[config.mk]
export PLATFORM = sky130hd
export DESIGN_NAME = ihw_sysctl
export DESIGN_NICKNAME = d
export VERILOG_FILES = /design/src/common/ihw_pkg.sv /design/src/ihw_sysctl.sv
export SDC_FILE = /design/constraint.sdc
export NUM_CORES = 1
export LEC_CHECK = 0
export BUFFER_PORTS_ARGS = -buffer_cell sky130_fd_sc_hd__buf_2
export CAP_MARGIN = 30
export CORE_MARGIN = 2
export CORE_UTILIZATION = 55
export CTS_CLUSTER_DIAMETER = 120
export DETAILED_ROUTE_END_ITERATION = 10
export GPL_TIMING_DRIVEN = 0
export PLACE_DENSITY = 0.85
export SLEW_MARGIN = 20
export SYNTH_ARGS = -nofsm -noshare
export SYNTH_HDL_FRONTEND = slang
export SYNTH_SLANG_ARGS = --single-unit
[constraint.sdc]
create_clock -name ref_clk -period 2 [get_ports ref_clk]
set_input_delay 0 -clock ref_clk [delete_from_list [all_inputs] [get_ports ref_clk]]
set_output_delay 0 -clock ref_clk [all_outputs]
set_load 0.02 [all_outputs]
[src/common/ihw_pkg.sv]
// constants, register map and carrier types of the system-control block
package ihw_pkg;
   // clock and times as printed
   localparam int CLK_PERIOD_NS = 20;
   localparam int CLK_HZ = 50_000_000;
   localparam int AUDIO_RATE_HZ = 32768;
   localparam int RESTART_DELAY_NS = 352_000;
   localparam int WDT_TIMEOUT_NS = 128_000_000;
   // least time rounds up, longest rounds down
   localparam int RESTART_DELAY_CYC = (RESTART_DELAY_NS + CLK_PERIOD_NS - 1) / CLK_PERIOD_NS;
   localparam int WDT_TIMEOUT_CYC = WDT_TIMEOUT_NS / CLK_PERIOD_NS;
   localparam int AUDIO_PERIOD_CYC = CLK_HZ / AUDIO_RATE_HZ;

   // register indices; byte address is four times the index
   localparam logic [4:0] IDX_STATUS = 5'h00;
   localparam logic [4:0] IDX_AUD_LOWEST = 5'h08;
   localparam logic [4:0] IDX_AUD_CTRL = 5'h09;
   localparam logic [4:0] IDX_AUD_LOW = 5'h0a;
   localparam logic [4:0] IDX_AUD_HIGH = 5'h0b;
   localparam logic [4:0] IDX_ROM_HIGH = 5'h1d;

   // field positions
   localparam int STATUS_ZERO_BIT = 0;
   localparam int STATUS_CARRY_BIT = 1;
   localparam int STATUS_FLAG_BIT = 2;
   localparam int CTRL_EN_BIT = 0;
   localparam int CTRL_GIE_BIT = 1;
   localparam int SIGN_BIT = 3;

   // reset values
   localparam logic RST_GIE = 1'b0;
   localparam logic RST_AUD_EN = 1'b0;
   localparam logic RST_FLAG = 1'b0;
   localparam logic [3:0] RST_NIBBLE = 4'h0;

   // program counter vectors
   localparam logic [11:0] VEC_RESET = 12'h000;
   localparam logic [11:0] VEC_WAKE = 12'h004;
   localparam logic [11:0] VEC_INT = 12'h008;

   typedef enum logic [1:0] {ST_RUN, ST_HALT, ST_WAKE, ST_RESET} ihw_state_t;

   // processor context saved on interrupt entry
   typedef struct packed {
      logic [11:0] pc;
      logic [3:0] page;
      logic [3:0] memory_address_high;
      logic [1:0] cz;
   } ihw_ctx_t;

   typedef struct packed {
      logic [11:0] pc;
      logic [3:0] page;
      logic [3:0] memory_address_high;
   } ihw_core_t;
endpackage

[src/ihw_sysctl.sv]
// interrupt, halt/wakeup, watchdog and pulse-width audio control
// Functional notes
// - one interrupt entry: program counter loaded with 0x008 on every take
// - audio-cycle request recurs at 32768 Hz in normal operation
// - enable set and audio flag one: interrupt taken on the next clock
// - in one clock save next pc, page, address-high, carry/zero; load vector
// - taking the interrupt clears the global interrupt enable
// - hardware never clears the audio flag on take; software clears it
// - return-from-interrupt restores saved context and sets the enable
// - no nesting; a request is taken only while the enable is set
// - halt stops program counter and system clock until wakeup or reset
// - halt loads pc 0x004; after wakeup runs on after 352 us delay
// - rising edge on an enabled wake pin while halted wakes the device
// - reset in halt wins: pc 0x000, resume after 352 us delay
// - working memory untouched during halt
// - watchdog cleared on wakeup, after reset and on software clear
// - watchdog times out at 0.128 s and resets the whole chip
// - any write to the rom-data high nibble clears the watchdog
// - halt instruction clears the watchdog
// - 8, 10 and 12 bit audio; top data bit is sign, one negative
// - control bit 0 enables audio output, bit 1 is global enable
// - low nibble gives bits 3..0, 5..2 or 7..4 per mode
// - lowest nibble gives bits 1..0 from 3..2, or bits 3..0 in 12 bit
// - request raised at end of each output cycle; new sample loaded then
// - high nibble gives bits 7..4, 9..6 or 11..8; its bit 3 is sign
// - audio output disabled: both audio pins driven low
// - halt clears audio enable and floats both audio pins
//
// Our own choice: the APB register port.
`timescale 1ns/1ps
`default_nettype none
module ihw_sysctl #(
   parameter int RESTART_DELAY_CYC = ihw_pkg::RESTART_DELAY_CYC,
   parameter int WDT_TIMEOUT_CYC = ihw_pkg::WDT_TIMEOUT_CYC,
   parameter int AUDIO_PERIOD_CYC = ihw_pkg::AUDIO_PERIOD_CYC
) (
   input wire logic ref_clk,
   input wire logic arst_n,
   input wire logic psel,
   input wire logic penable,
   input wire logic pwrite,
   input wire logic [7:0] paddr,
   input wire logic [31:0] pwdata,
   output logic pready,
   output logic [31:0] prdata,
   output logic pslverr,
   input wire ihw_pkg::ihw_core_t core_ctx,
   input wire logic core_cz_we,
   input wire logic [1:0] core_cz,
   input wire logic instr_return_from_interrupt_instr,
   input wire logic instr_halt,
   input wire logic [1:0] wake_pin,
   input wire logic [1:0] wake_enable_option,
   input wire logic wdt_enable_option,
   input wire logic ten_bit_select_option,
   input wire logic twelve_bit_select_option,
   output logic pc_load,
   output logic [11:0] pc_load_addr,
   output logic ctx_restore,
   output ihw_pkg::ihw_ctx_t restore_ctx,
   output logic [1:0] carry_zero,
   output logic core_run,
   output logic halted,
   output logic wdt_chip_reset,
   output logic audio_out_positive,
   output logic audio_out_negative,
   output logic audio_out_oe
);
   localparam int DLY_W = $clog2(RESTART_DELAY_CYC + 1);
   localparam int WDT_W = $clog2(WDT_TIMEOUT_CYC + 1);
   localparam int AUD_W = 11;

   // apb slave, one wait state
   logic pready_q, pslverr_q;
   logic [31:0] prdata_q;
   wire logic access = psel & penable;
   wire logic [4:0] idx = paddr[6:2];
   wire logic aligned = (paddr[1:0] == 2'h0) & ~paddr[7];
   wire logic hit_status = aligned & (idx == ihw_pkg::IDX_STATUS);
   wire logic hit_lowest = aligned & (idx == ihw_pkg::IDX_AUD_LOWEST);
   wire logic hit_ctrl = aligned & (idx == ihw_pkg::IDX_AUD_CTRL);
   wire logic hit_low = aligned & (idx == ihw_pkg::IDX_AUD_LOW);
   wire logic hit_high = aligned & (idx == ihw_pkg::IDX_AUD_HIGH);
   wire logic hit_rom = aligned & (idx == ihw_pkg::IDX_ROM_HIGH);
   wire logic hit_any = hit_status | hit_lowest | hit_ctrl | hit_low | hit_high | hit_rom;
   wire logic wr_fire = access & pready_q & pwrite & hit_any;
   wire logic rd_take = access & ~pready_q & ~pwrite;

   // state
   ihw_pkg::ihw_state_t st_q, st_d;
   logic gie_q, aud_en_q, flag_q, insvc_q;
   logic [1:0] cz_q;
   ihw_pkg::ihw_ctx_t saved_q;
   logic [3:0] lowest_q, low_q, high_q;
   logic [DLY_W-1:0] dly_q;
   logic [WDT_W-1:0] wdt_q;
   logic [AUD_W-1:0] cyc_q;
   logic act_sign_q;
   logic [AUD_W-1:0] act_mag_q;
   logic [1:0] wk_s1_q, wk_s2_q, wk_s3_q;
   logic pc_load_q, ctx_restore_q, core_run_q, halted_q, wdt_rst_q;
   logic [11:0] pc_addr_q;
   ihw_pkg::ihw_ctx_t restore_ctx_q;
   logic out_p_q, out_n_q, out_oe_q;

   wire logic [3:0] wnib = pwdata[3:0];
   wire logic run = (st_q == ihw_pkg::ST_RUN);
   wire logic halt_go = run & instr_halt;
   wire logic take = run & gie_q & flag_q & ~insvc_q & ~instr_halt;
   wire logic return_from_interrupt_instr_go = run & instr_return_from_interrupt_instr & insvc_q & ~instr_halt;
   // first sync stage read only by the second
   wire logic [1:0] wake_rise = wk_s2_q & ~wk_s3_q & wake_enable_option;
   wire logic wake_go = (st_q == ihw_pkg::ST_HALT) & (|wake_rise);
   wire logic dly_done = (dly_q == DLY_W'(RESTART_DELAY_CYC - 1));
   wire logic wdt_run = run & wdt_enable_option;
   wire logic wdt_ovf = wdt_run & (wdt_q == WDT_W'(WDT_TIMEOUT_CYC - 1));
   wire logic rom_wr = wr_fire & hit_rom;
   wire logic wdt_clr = rom_wr | halt_go | wake_go;
   wire logic cyc_end = run & (cyc_q == AUD_W'(AUDIO_PERIOD_CYC - 1));
   wire logic flag_clr = wr_fire & hit_status & ~wnib[ihw_pkg::STATUS_FLAG_BIT];

   // sample assembly per resolution
   wire logic [AUD_W-1:0] mag8 = {4'h0, high_q[2:0], low_q};
   wire logic [AUD_W-1:0] mag10 = {2'h0, high_q[2:0], low_q, lowest_q[3:2]};
   wire logic [AUD_W-1:0] mag12 = {high_q[2:0], low_q, lowest_q};
   wire logic [AUD_W-1:0] mag_sel = twelve_bit_select_option ? mag12 :
                                    ten_bit_select_option ? mag10 : mag8;
   wire logic pulse_on = cyc_q < act_mag_q;
   wire logic [3:0] status_rd = {1'b0, flag_q, cz_q};
   wire logic [3:0] ctrl_rd = {2'b00, gie_q, aud_en_q};
   wire logic [3:0] rd_nib = hit_status ? status_rd : hit_ctrl ? ctrl_rd : 4'h0;

   always_comb begin
      st_d = st_q;
      case (st_q)
         ihw_pkg::ST_RUN: begin
            if (wdt_ovf) begin
               st_d = ihw_pkg::ST_RESET;
            end else if (halt_go) begin
               st_d = ihw_pkg::ST_HALT;
            end
         end
         ihw_pkg::ST_HALT: begin
            if (wake_go) begin
               st_d = ihw_pkg::ST_WAKE;
            end
         end
         ihw_pkg::ST_WAKE, ihw_pkg::ST_RESET: begin
            if (dly_done) begin
               st_d = ihw_pkg::ST_RUN;
            end
         end
         default: st_d = ihw_pkg::ST_RESET;
      endcase
   end

   always_ff @(posedge ref_clk or negedge arst_n) begin
      if (!arst_n) begin
         pready_q <= 1'b0;
         pslverr_q <= 1'b0;
         prdata_q <= 32'h0000_0000;
      end else begin
         pready_q <= access & ~pready_q;
         pslverr_q <= access & ~pready_q & ~hit_any;
         if (rd_take) begin
            prdata_q <= {28'h000_0000, rd_nib};
         end
      end
   end

   // reset lands in the restart delay with pc at the reset vector
   always_ff @(posedge ref_clk or negedge arst_n) begin
      if (!arst_n) begin
         st_q <= ihw_pkg::ST_RESET;
         dly_q <= '0;
      end else begin
         st_q <= st_d;
         dly_q <= (st_d != st_q || dly_done) ? '0 : dly_q + DLY_W'(1);
      end
   end

   always_ff @(posedge ref_clk or negedge arst_n) begin
      if (!arst_n) begin
         wdt_q <= '0;
         wdt_rst_q <= 1'b0;
      end else begin
         wdt_rst_q <= wdt_ovf;
         if (wdt_clr | wdt_ovf | ~wdt_run) begin
            wdt_q <= '0;
         end else begin
            wdt_q <= wdt_q + WDT_W'(1);
         end
      end
   end

   always_ff @(posedge ref_clk or negedge arst_n) begin
      if (!arst_n) begin
         wk_s1_q <= 2'b00;
         wk_s2_q <= 2'b00;
         wk_s3_q <= 2'b00;
      end else begin
         wk_s1_q <= wake_pin;
         wk_s2_q <= wk_s1_q;
         wk_s3_q <= wk_s2_q;
      end
   end

   // interrupt control; set of the flag wins over a software clear
   always_ff @(posedge ref_clk or negedge arst_n) begin
      if (!arst_n) begin
         gie_q <= ihw_pkg::RST_GIE;
         flag_q <= ihw_pkg::RST_FLAG;
         insvc_q <= 1'b0;
         saved_q <= '0;
      end else if (wdt_ovf) begin
         gie_q <= ihw_pkg::RST_GIE;
         flag_q <= ihw_pkg::RST_FLAG;
         insvc_q <= 1'b0;
      end else begin
         if (cyc_end) begin
            flag_q <= 1'b1;
         end else if (flag_clr) begin
            flag_q <= 1'b0;
         end
         if (take) begin
            gie_q <= 1'b0;
            insvc_q <= 1'b1;
            saved_q <= {core_ctx.pc, core_ctx.page, core_ctx.memory_address_high, cz_q};
         end else if (return_from_interrupt_instr_go) begin
            gie_q <= 1'b1;
            insvc_q <= 1'b0;
         end else if (wr_fire & hit_ctrl) begin
            gie_q <= wnib[ihw_pkg::CTRL_GIE_BIT];
         end
      end
   end

   // carry/zero: restore on return first, then core, then software
   always_ff @(posedge ref_clk or negedge arst_n) begin
      if (!arst_n) begin
         cz_q <= 2'b00;
      end else if (return_from_interrupt_instr_go) begin
         cz_q <= saved_q.cz;
      end else if (core_cz_we) begin
         cz_q <= core_cz;
      end else if (wr_fire & hit_status) begin
         cz_q <= wnib[1:0];
      end
   end

   always_ff @(posedge ref_clk or negedge arst_n) begin
      if (!arst_n) begin
         aud_en_q <= ihw_pkg::RST_AUD_EN;
         lowest_q <= ihw_pkg::RST_NIBBLE;
         low_q <= ihw_pkg::RST_NIBBLE;
         high_q <= ihw_pkg::RST_NIBBLE;
      end else begin
         if (halt_go | wdt_ovf) begin
            aud_en_q <= 1'b0;
         end else if (wr_fire & hit_ctrl) begin
            aud_en_q <= wnib[ihw_pkg::CTRL_EN_BIT];
         end
         if (wr_fire & hit_lowest) begin
            lowest_q <= wnib;
         end
         if (wr_fire & hit_low) begin
            low_q <= wnib;
         end
         if (wr_fire & hit_high) begin
            high_q <= wnib;
         end
      end
   end

   // output cycle; sample swaps only at cycle end so a mid-cycle write is safe
   always_ff @(posedge ref_clk or negedge arst_n) begin
      if (!arst_n) begin
         cyc_q <= '0;
         act_sign_q <= 1'b0;
         act_mag_q <= '0;
      end else begin
         cyc_q <= (cyc_end | ~run) ? '0 : cyc_q + AUD_W'(1);
         if (cyc_end) begin
            act_sign_q <= high_q[ihw_pkg::SIGN_BIT];
            act_mag_q <= mag_sel;
         end
      end
   end

   // pins; 12 bit codes above the cycle length saturate at full duty
   always_ff @(posedge ref_clk or negedge arst_n) begin
      if (!arst_n) begin
         out_p_q <= 1'b0;
         out_n_q <= 1'b0;
         out_oe_q <= 1'b1;
      end else begin
         out_p_q <= aud_en_q & run & ~act_sign_q & pulse_on;
         out_n_q <= aud_en_q & run & act_sign_q & pulse_on;
         out_oe_q <= (st_d != ihw_pkg::ST_HALT);
      end
   end

   // core side; sram sits in the core and sees no write here while halted
   always_ff @(posedge ref_clk or negedge arst_n) begin
      if (!arst_n) begin
         pc_load_q <= 1'b0;
         pc_addr_q <= ihw_pkg::VEC_RESET;
         ctx_restore_q <= 1'b0;
         restore_ctx_q <= '0;
         core_run_q <= 1'b0;
         halted_q <= 1'b0;
      end else begin
         pc_load_q <= take | halt_go | wdt_ovf | return_from_interrupt_instr_go;
         if (wdt_ovf) begin
            pc_addr_q <= ihw_pkg::VEC_RESET;
         end else if (halt_go) begin
            pc_addr_q <= ihw_pkg::VEC_WAKE;
         end else if (take) begin
            pc_addr_q <= ihw_pkg::VEC_INT;
         end else if (return_from_interrupt_instr_go) begin
            pc_addr_q <= saved_q.pc;
         end
         ctx_restore_q <= return_from_interrupt_instr_go;
         if (return_from_interrupt_instr_go) begin
            restore_ctx_q <= saved_q;
         end
         core_run_q <= (st_d == ihw_pkg::ST_RUN);
         halted_q <= (st_d == ihw_pkg::ST_HALT);
      end
   end

   assign pready = pready_q;
   assign prdata = prdata_q;
   assign pslverr = pslverr_q;
   assign pc_load = pc_load_q;
   assign pc_load_addr = pc_addr_q;
   assign ctx_restore = ctx_restore_q;
   assign restore_ctx = restore_ctx_q;
   assign carry_zero = cz_q;
   assign core_run = core_run_q;
   assign halted = halted_q;
   assign wdt_chip_reset = wdt_rst_q;
   assign audio_out_positive = out_p_q;
   assign audio_out_negative = out_n_q;
   assign audio_out_oe = out_oe_q;
endmodule
`default_nettype wire

## After elaboration in Yosys (flattened, before gate mapping)

Index checks and enable logic that the tools add are counted.

- Register bits after elaboration: 157
- Bits of input ports: 77
- Output and inout bits: 78
- Word-level logic and storage cells: 166

- Add/subtract/negate cells: 3
- $lt $le $gt $ge: 1
- Equal/unequal tests: 14
- Mux-type cells: 31
- Bitwise gates (word level): 66
- Reduce and logical (&&, ||, !) cells: 14

Operators with widths:

| kind | number |
|---|---|
| $mux 12 | 4 |
| $and 1x1->1 | 38 |
| $add 23x1->23 const B | 1 |
| $eq 23x23->1 const B | 1 |
| $mux 23 | 1 |
| $mux 11 | 2 |
| $eq 5x4->1 const B | 4 |
| $mux 2 | 8 |
| $add 15x1->15 const B | 1 |
| $eq 15x15->1 const B | 1 |
| $mux 15 | 1 |
| $or 1x1->1 | 14 |
| $mux 1 | 12 |
| $add 11x1->11 const B | 1 |
| $eq 11x11->1 const B | 1 |
| $lt 11x11->1 | 1 |
| $not 1->1 | 11 |
| $mux 9 | 1 |
| $reduce_bool 3->1 | 3 |
| $reduce_bool 4->1 | 2 |
| $logic_not 2->1 | 3 |
| $pmux 2 s3 | 1 |
| $eq 5x5->1 const B | 1 |
| $logic_not 5->1 | 1 |
| 11 further kinds | 15 |

## Depth between registers and ports, before layout

- Depth after elaboration: 15
- Mapped depth: 7
- Gate-level depth less buffers: 6

## Least setup slack after synthesis

OpenSTA, ideal clock, no wires.

- Path type: register -> register
- Start: register st_q[0]
- End: register saved_q[0] (netlist name)
- Setup time: 0.125 ns
- Arrival: 1.730 ns
- Required time: 1.875 ns
- Setup slack: 0.145 ns
- Cell stages (with the launch flop): 7
- Path buffers: 2
- Period minus slack after synthesis: 1.855 ns
- Cells stage by stage: dfstp_2 buf_2 or3_4 nor3_4 o21ai_2 buf_6 mux2_4

- Longest elaborated chain between the ends: 6
- Elaborated cells on any way between the ends: 9
- Those cells by class: bitwise (7); reduce/logical (2)

RTL lines:

| item | RTL line | RTL |
|---|---|---|
| start, declared | ihw_sysctl.sv:90 | `ihw_pkg::ihw_state_t st_q, st_d;` |
| start signal, assigned | ihw_sysctl.sv:174 | `st_q <= ihw_pkg::ST_RESET;` |
| start signal, assigned | ihw_sysctl.sv:177 | `st_q <= st_d;` |
| $logic_not 2->1 * | ihw_sysctl.sv:107 | `wire logic run = (st_q == ihw_pkg::ST_RUN);` |
| $and 1x1->1 (4 in series) | ihw_sysctl.sv:109 | `wire logic take = run & gie_q & flag_q & ~insvc_q & ~instr_halt;` |
| $reduce_and 2->1 (no line) * | - |  |
| end signal, assigned | ihw_sysctl.sv:228 | `saved_q <= {core_ctx.pc, core_ctx.page, core_ctx.memory_address_high, cz_q};` |
| end, declared | ihw_sysctl.sv:93 | `ihw_pkg::ihw_ctx_t saved_q;` |

Every way passes the cells marked *; elsewhere a longest branch is shown, timed or not.
A chain may end at the register's enable or synchronous reset.

## Worst setup path in the final report

- Start: register wdt_q[11]
- End: register saved_q[21] (netlist name)

- Longest elaborated chain between the ends: 4

RTL lines:

| item | RTL line | RTL |
|---|---|---|
| start, declared | ihw_sysctl.sv:96 | `logic [WDT_W-1:0] wdt_q;` |
| start signal, assigned | ihw_sysctl.sv:191 | `wdt_q <= wdt_q + WDT_W'(1);` |
| $eq 23x23->1 | ihw_sysctl.sv:116 | `wire logic wdt_ovf = wdt_run & (wdt_q == WDT_W'(WDT_TIMEOUT_CYC - 1));` |
| $and 1x1->1 | ihw_sysctl.sv:116 |  |
| $not 1->1 (no line) | - |  |
| $reduce_and 2->1 (no line) | - |  |

Every way passes these cells.

==> results by group <==
Synthesis
  • Synth area leader: dfrtp_1
  • Synth area leaders: dfrtp_1 51%, nand2_1 5.3%, mux2_4 4.0%, buf_4 3.1%, xnor2_1 3.1%
  • Commonest cells in the netlist: 153 x dfrtp_1, 105 x nand2_1, 51 x nor2_1, 31 x buf_4, 29 x a21oi_1
  • Post-Syn Area: 7445 um^2
  • Ys async rst share: 100.0%
  • Avg Cell Area, Syn: between 10 and 15 um^2
  • Number of synthesized flops with an enable pin: 0
  • Most used standard cell by instance count after synthesis: dfrtp_1
  • Synth Flop Type: dfrtp_1
  • Seq/Total Area, Yosys: 52.49%
  • Register bit count reported by yosys: 156
  • Synth cell types: 64
  • Post-synth top area share: between 50% and 60%
  • Post-Syn Instances: 699
  • Yosys warning total: 0

Global route
  • Total track usage: 25.51%
  • Largest net degree at the start of global routing: 83
  • Number of global-route vias before repair: 5854
  • First-pass GRT wire length: ~29 mm
  • Overflow after GRT: 0
  • Initial antenna violation count: 0

Place
  • Final HPWL DP: ~11 mm
  • Dpl cell area: 8283 um^2
  • GPL Wtd Cong: 0.8503
  • Port bufs: 95
  • Post-Place Worst Slack: -223.9 ps

Timing
  • Least-Margin Pin Slew: 714.5 ps
  • Count of pins over their slew limit: 0
  • Setup WS post-layout: 44.62 ps
  • Post-route setup TNS: 0 ps
  • Fin crit period: 1955 ps
  • Fin crit share: 97.77%
  • Final setup fails: 0
  • Fmax: 511.4 MHz
  • Final hold viol count: 0
  • Slew HR: around 52%
  • Worst clock skew: 7.875 ps

Routing
  • Via density: between 5 and 6
  • Detail Route met2 WL: 9.074 mm
  • Post-Route WL: 17.87 mm
  • Metal-1 WL: 7.543 mm
  • Initial DRC Count: 554
  • Final ANT Viol Nets: 0
  • Highest Signal Layer: met4
  • Vias: 5866
  • DRC: 0
  • Met3 wire len: 883 um
  • Routed len/inst: ~17 um
  • Drt pass-1 iters: 7

CTS
  • H-tree depth: 4
  • CTS max path bufs: 2
  • CTS tree: built
  • Clk Tree Root Cell: clkbuf_16
  • CTS buffer count: 17
  • Worst-path clk slew: 70 ps
  • Clock Sinks: approximately 160
  • Worst-Skew Late Latency: 430 ps

Run status
  • Status: completed

Floorplanning
  • Die X: 120.3 um
  • # IOs: around 160
  • Die Area: approximately 14000 um^2
  • Core Rows: 42
  • Die Span Y: ~120 um
  • Initial Util: 56.22%
  • Core ar.: ~13000 um^2

Pwr
  • Leakage power: ~0.0046 uW
  • Total power: 7532 uW
  • PwrDens: ~800 nW/um^2
  • Max IR drop VDD: 0.6849 mV

Cells and area
  • Final nets: a little under 1000
  • Core Util, Final: 70.76%
  • ANT cells: 0
  • Layout cells sized above 1: 27.95%
  • Fin area: 9370 um^2
  • Synth-to-Final Area Change: 25.87%
  • Fill cell count: 892

Worst setup path
  • Worst Path Required: 2310 ps
  • CP startpoint kind: register
  • CP Class: reg -> reg
  • CP Data Arrival Time: 2270 ps
  • CP endpoint kind: register
  • Crit-path max FO: 10

Job
  • Max-Cap Viols: 0

Hold path
  • Hold WC Path Type: in -> reg
flip-flops by register name, summed over array words and instances, names as in the netlist, 2 cells and up:
register	cells
prdata	3
dly_q	15
st_q	2
low_q	4
high_q	4
wk_s1_q	2
lowest_q	4
saved_q	22
pc_load_addr	12
restore_ctx	22
wk_s3_q	2
act_mag_q	11
carry_zero	2
wdt_q	23
cyc_q	11
wk_s2_q	2
metrics by stage:
stage / std cells / hold WS, ps
floorplan: 727 / -295.6
global placement: 998 / 107.3
detailed placement: 999 / 9.753
CTS: 1070 / 8.787
global route: 1067 / 32.80
finish: 1067 / 27.05
final cells by class:
cell class / instances / area [um^2] / share of cell area [%]
buffer: 48 / 351.6 / 3.752
clock buffer: 20 / 456.7 / 4.874
clock inverter: 12 / 133.9 / 1.429
inverter: 28 / 112.6 / 1.202
multi-input combinational: 491 / 3286 / 35.06
sequential: 156 / 3909 / 41.71
tap: 176 / 220.2 / 2.350
timing repair buffer: 136 / 900.9 / 9.614
layer usage:
layer / vias to the layer above / GRT usage (%)
met3: 36 / 6.462
met4: 0 / 10.25
met5: - / 0
met1: 2925 / 31.79
met2: 180 / 42.76
li1: 2725 / -
power by group:
part	switching (uW)	total, uW	internal (uW)
Combinational	393	745	352
Sequential	206	3540	3330
Clock	1340	3250	1910
worst max-delay path, stage by stage (launching register included):
cell and delay (ps):
dfrtp_1 450, nor4bb_1 320, nand4_1 130, buf_4 190, o21ai_4 220, buf_8 210, mux2_4 320
worst paths after layout:
| kind | startpoint | to | slack (ps) | depth (start not counted) |
|---|---|---|---|---|
| max | wdt_q[11] | saved_q[21] | 40 | 6 |
| min | paddr[3] | pslverr | 30 | 4 |
| max reg2reg | wdt_q[11] | saved_q[21] | 40 | 6 |
| min reg2reg | wk_s1_q[0] | wk_s2_q[0] | 350 | 0 |
| max in group asynchronous | arst_n | st_q[1] | 1050 | 3 |
| min in group asynchronous | arst_n | act_mag_q[3] | 140 | 2 |
cells in the final DEF (no fill, tap or decap), types with 9 or more instances in the layout:
cell type,count
mux2_2,16
nor2_1,51
ha_1,13
nor3_1,25
inv_1,26
conb_1,29
o21ai_0,13
a211oi_1,16
a21oi_1,29
nand4_1,13
buf_4,36
or3_1,9
xor2_1,9
dfrtp_1,152
nand3_1,19
xnor2_1,26
mux2_4,20
dlygate4sd3_1,35
clkbuf_16,17
nand2_1,105
mux2i_1,22
buf_2,98
logic make-up (layout without fill, tap and decap cells):
family | Yosys count | in the layout | share of synthesized area [%]
multiplexers | 58 | 58 | 9.412
adder cells (fa/ha/maj) | 14 | 14 | 2.353
other | 1 | 29 | 0.05037
AND/OR/NAND/NOR | 275 | 275 | 18.57
XOR/XNOR | 35 | 35 | 4.118
flip-flops | 156 | 156 | 52.49
buffers and inverters | 80 | 244 | 6.101
AO/OA/AOI/OAI | 80 | 80 | 6.908
what timing repair did:
action	CTS	global route
pin swaps	2	2
endpoints found under the setup margin	56	79
hold buffers	35	0
setup buffers	4	1
hold endpoints to repair	121	0
resized for setup	13	18
No activity file was read; power rests on OpenSTA's default activity.
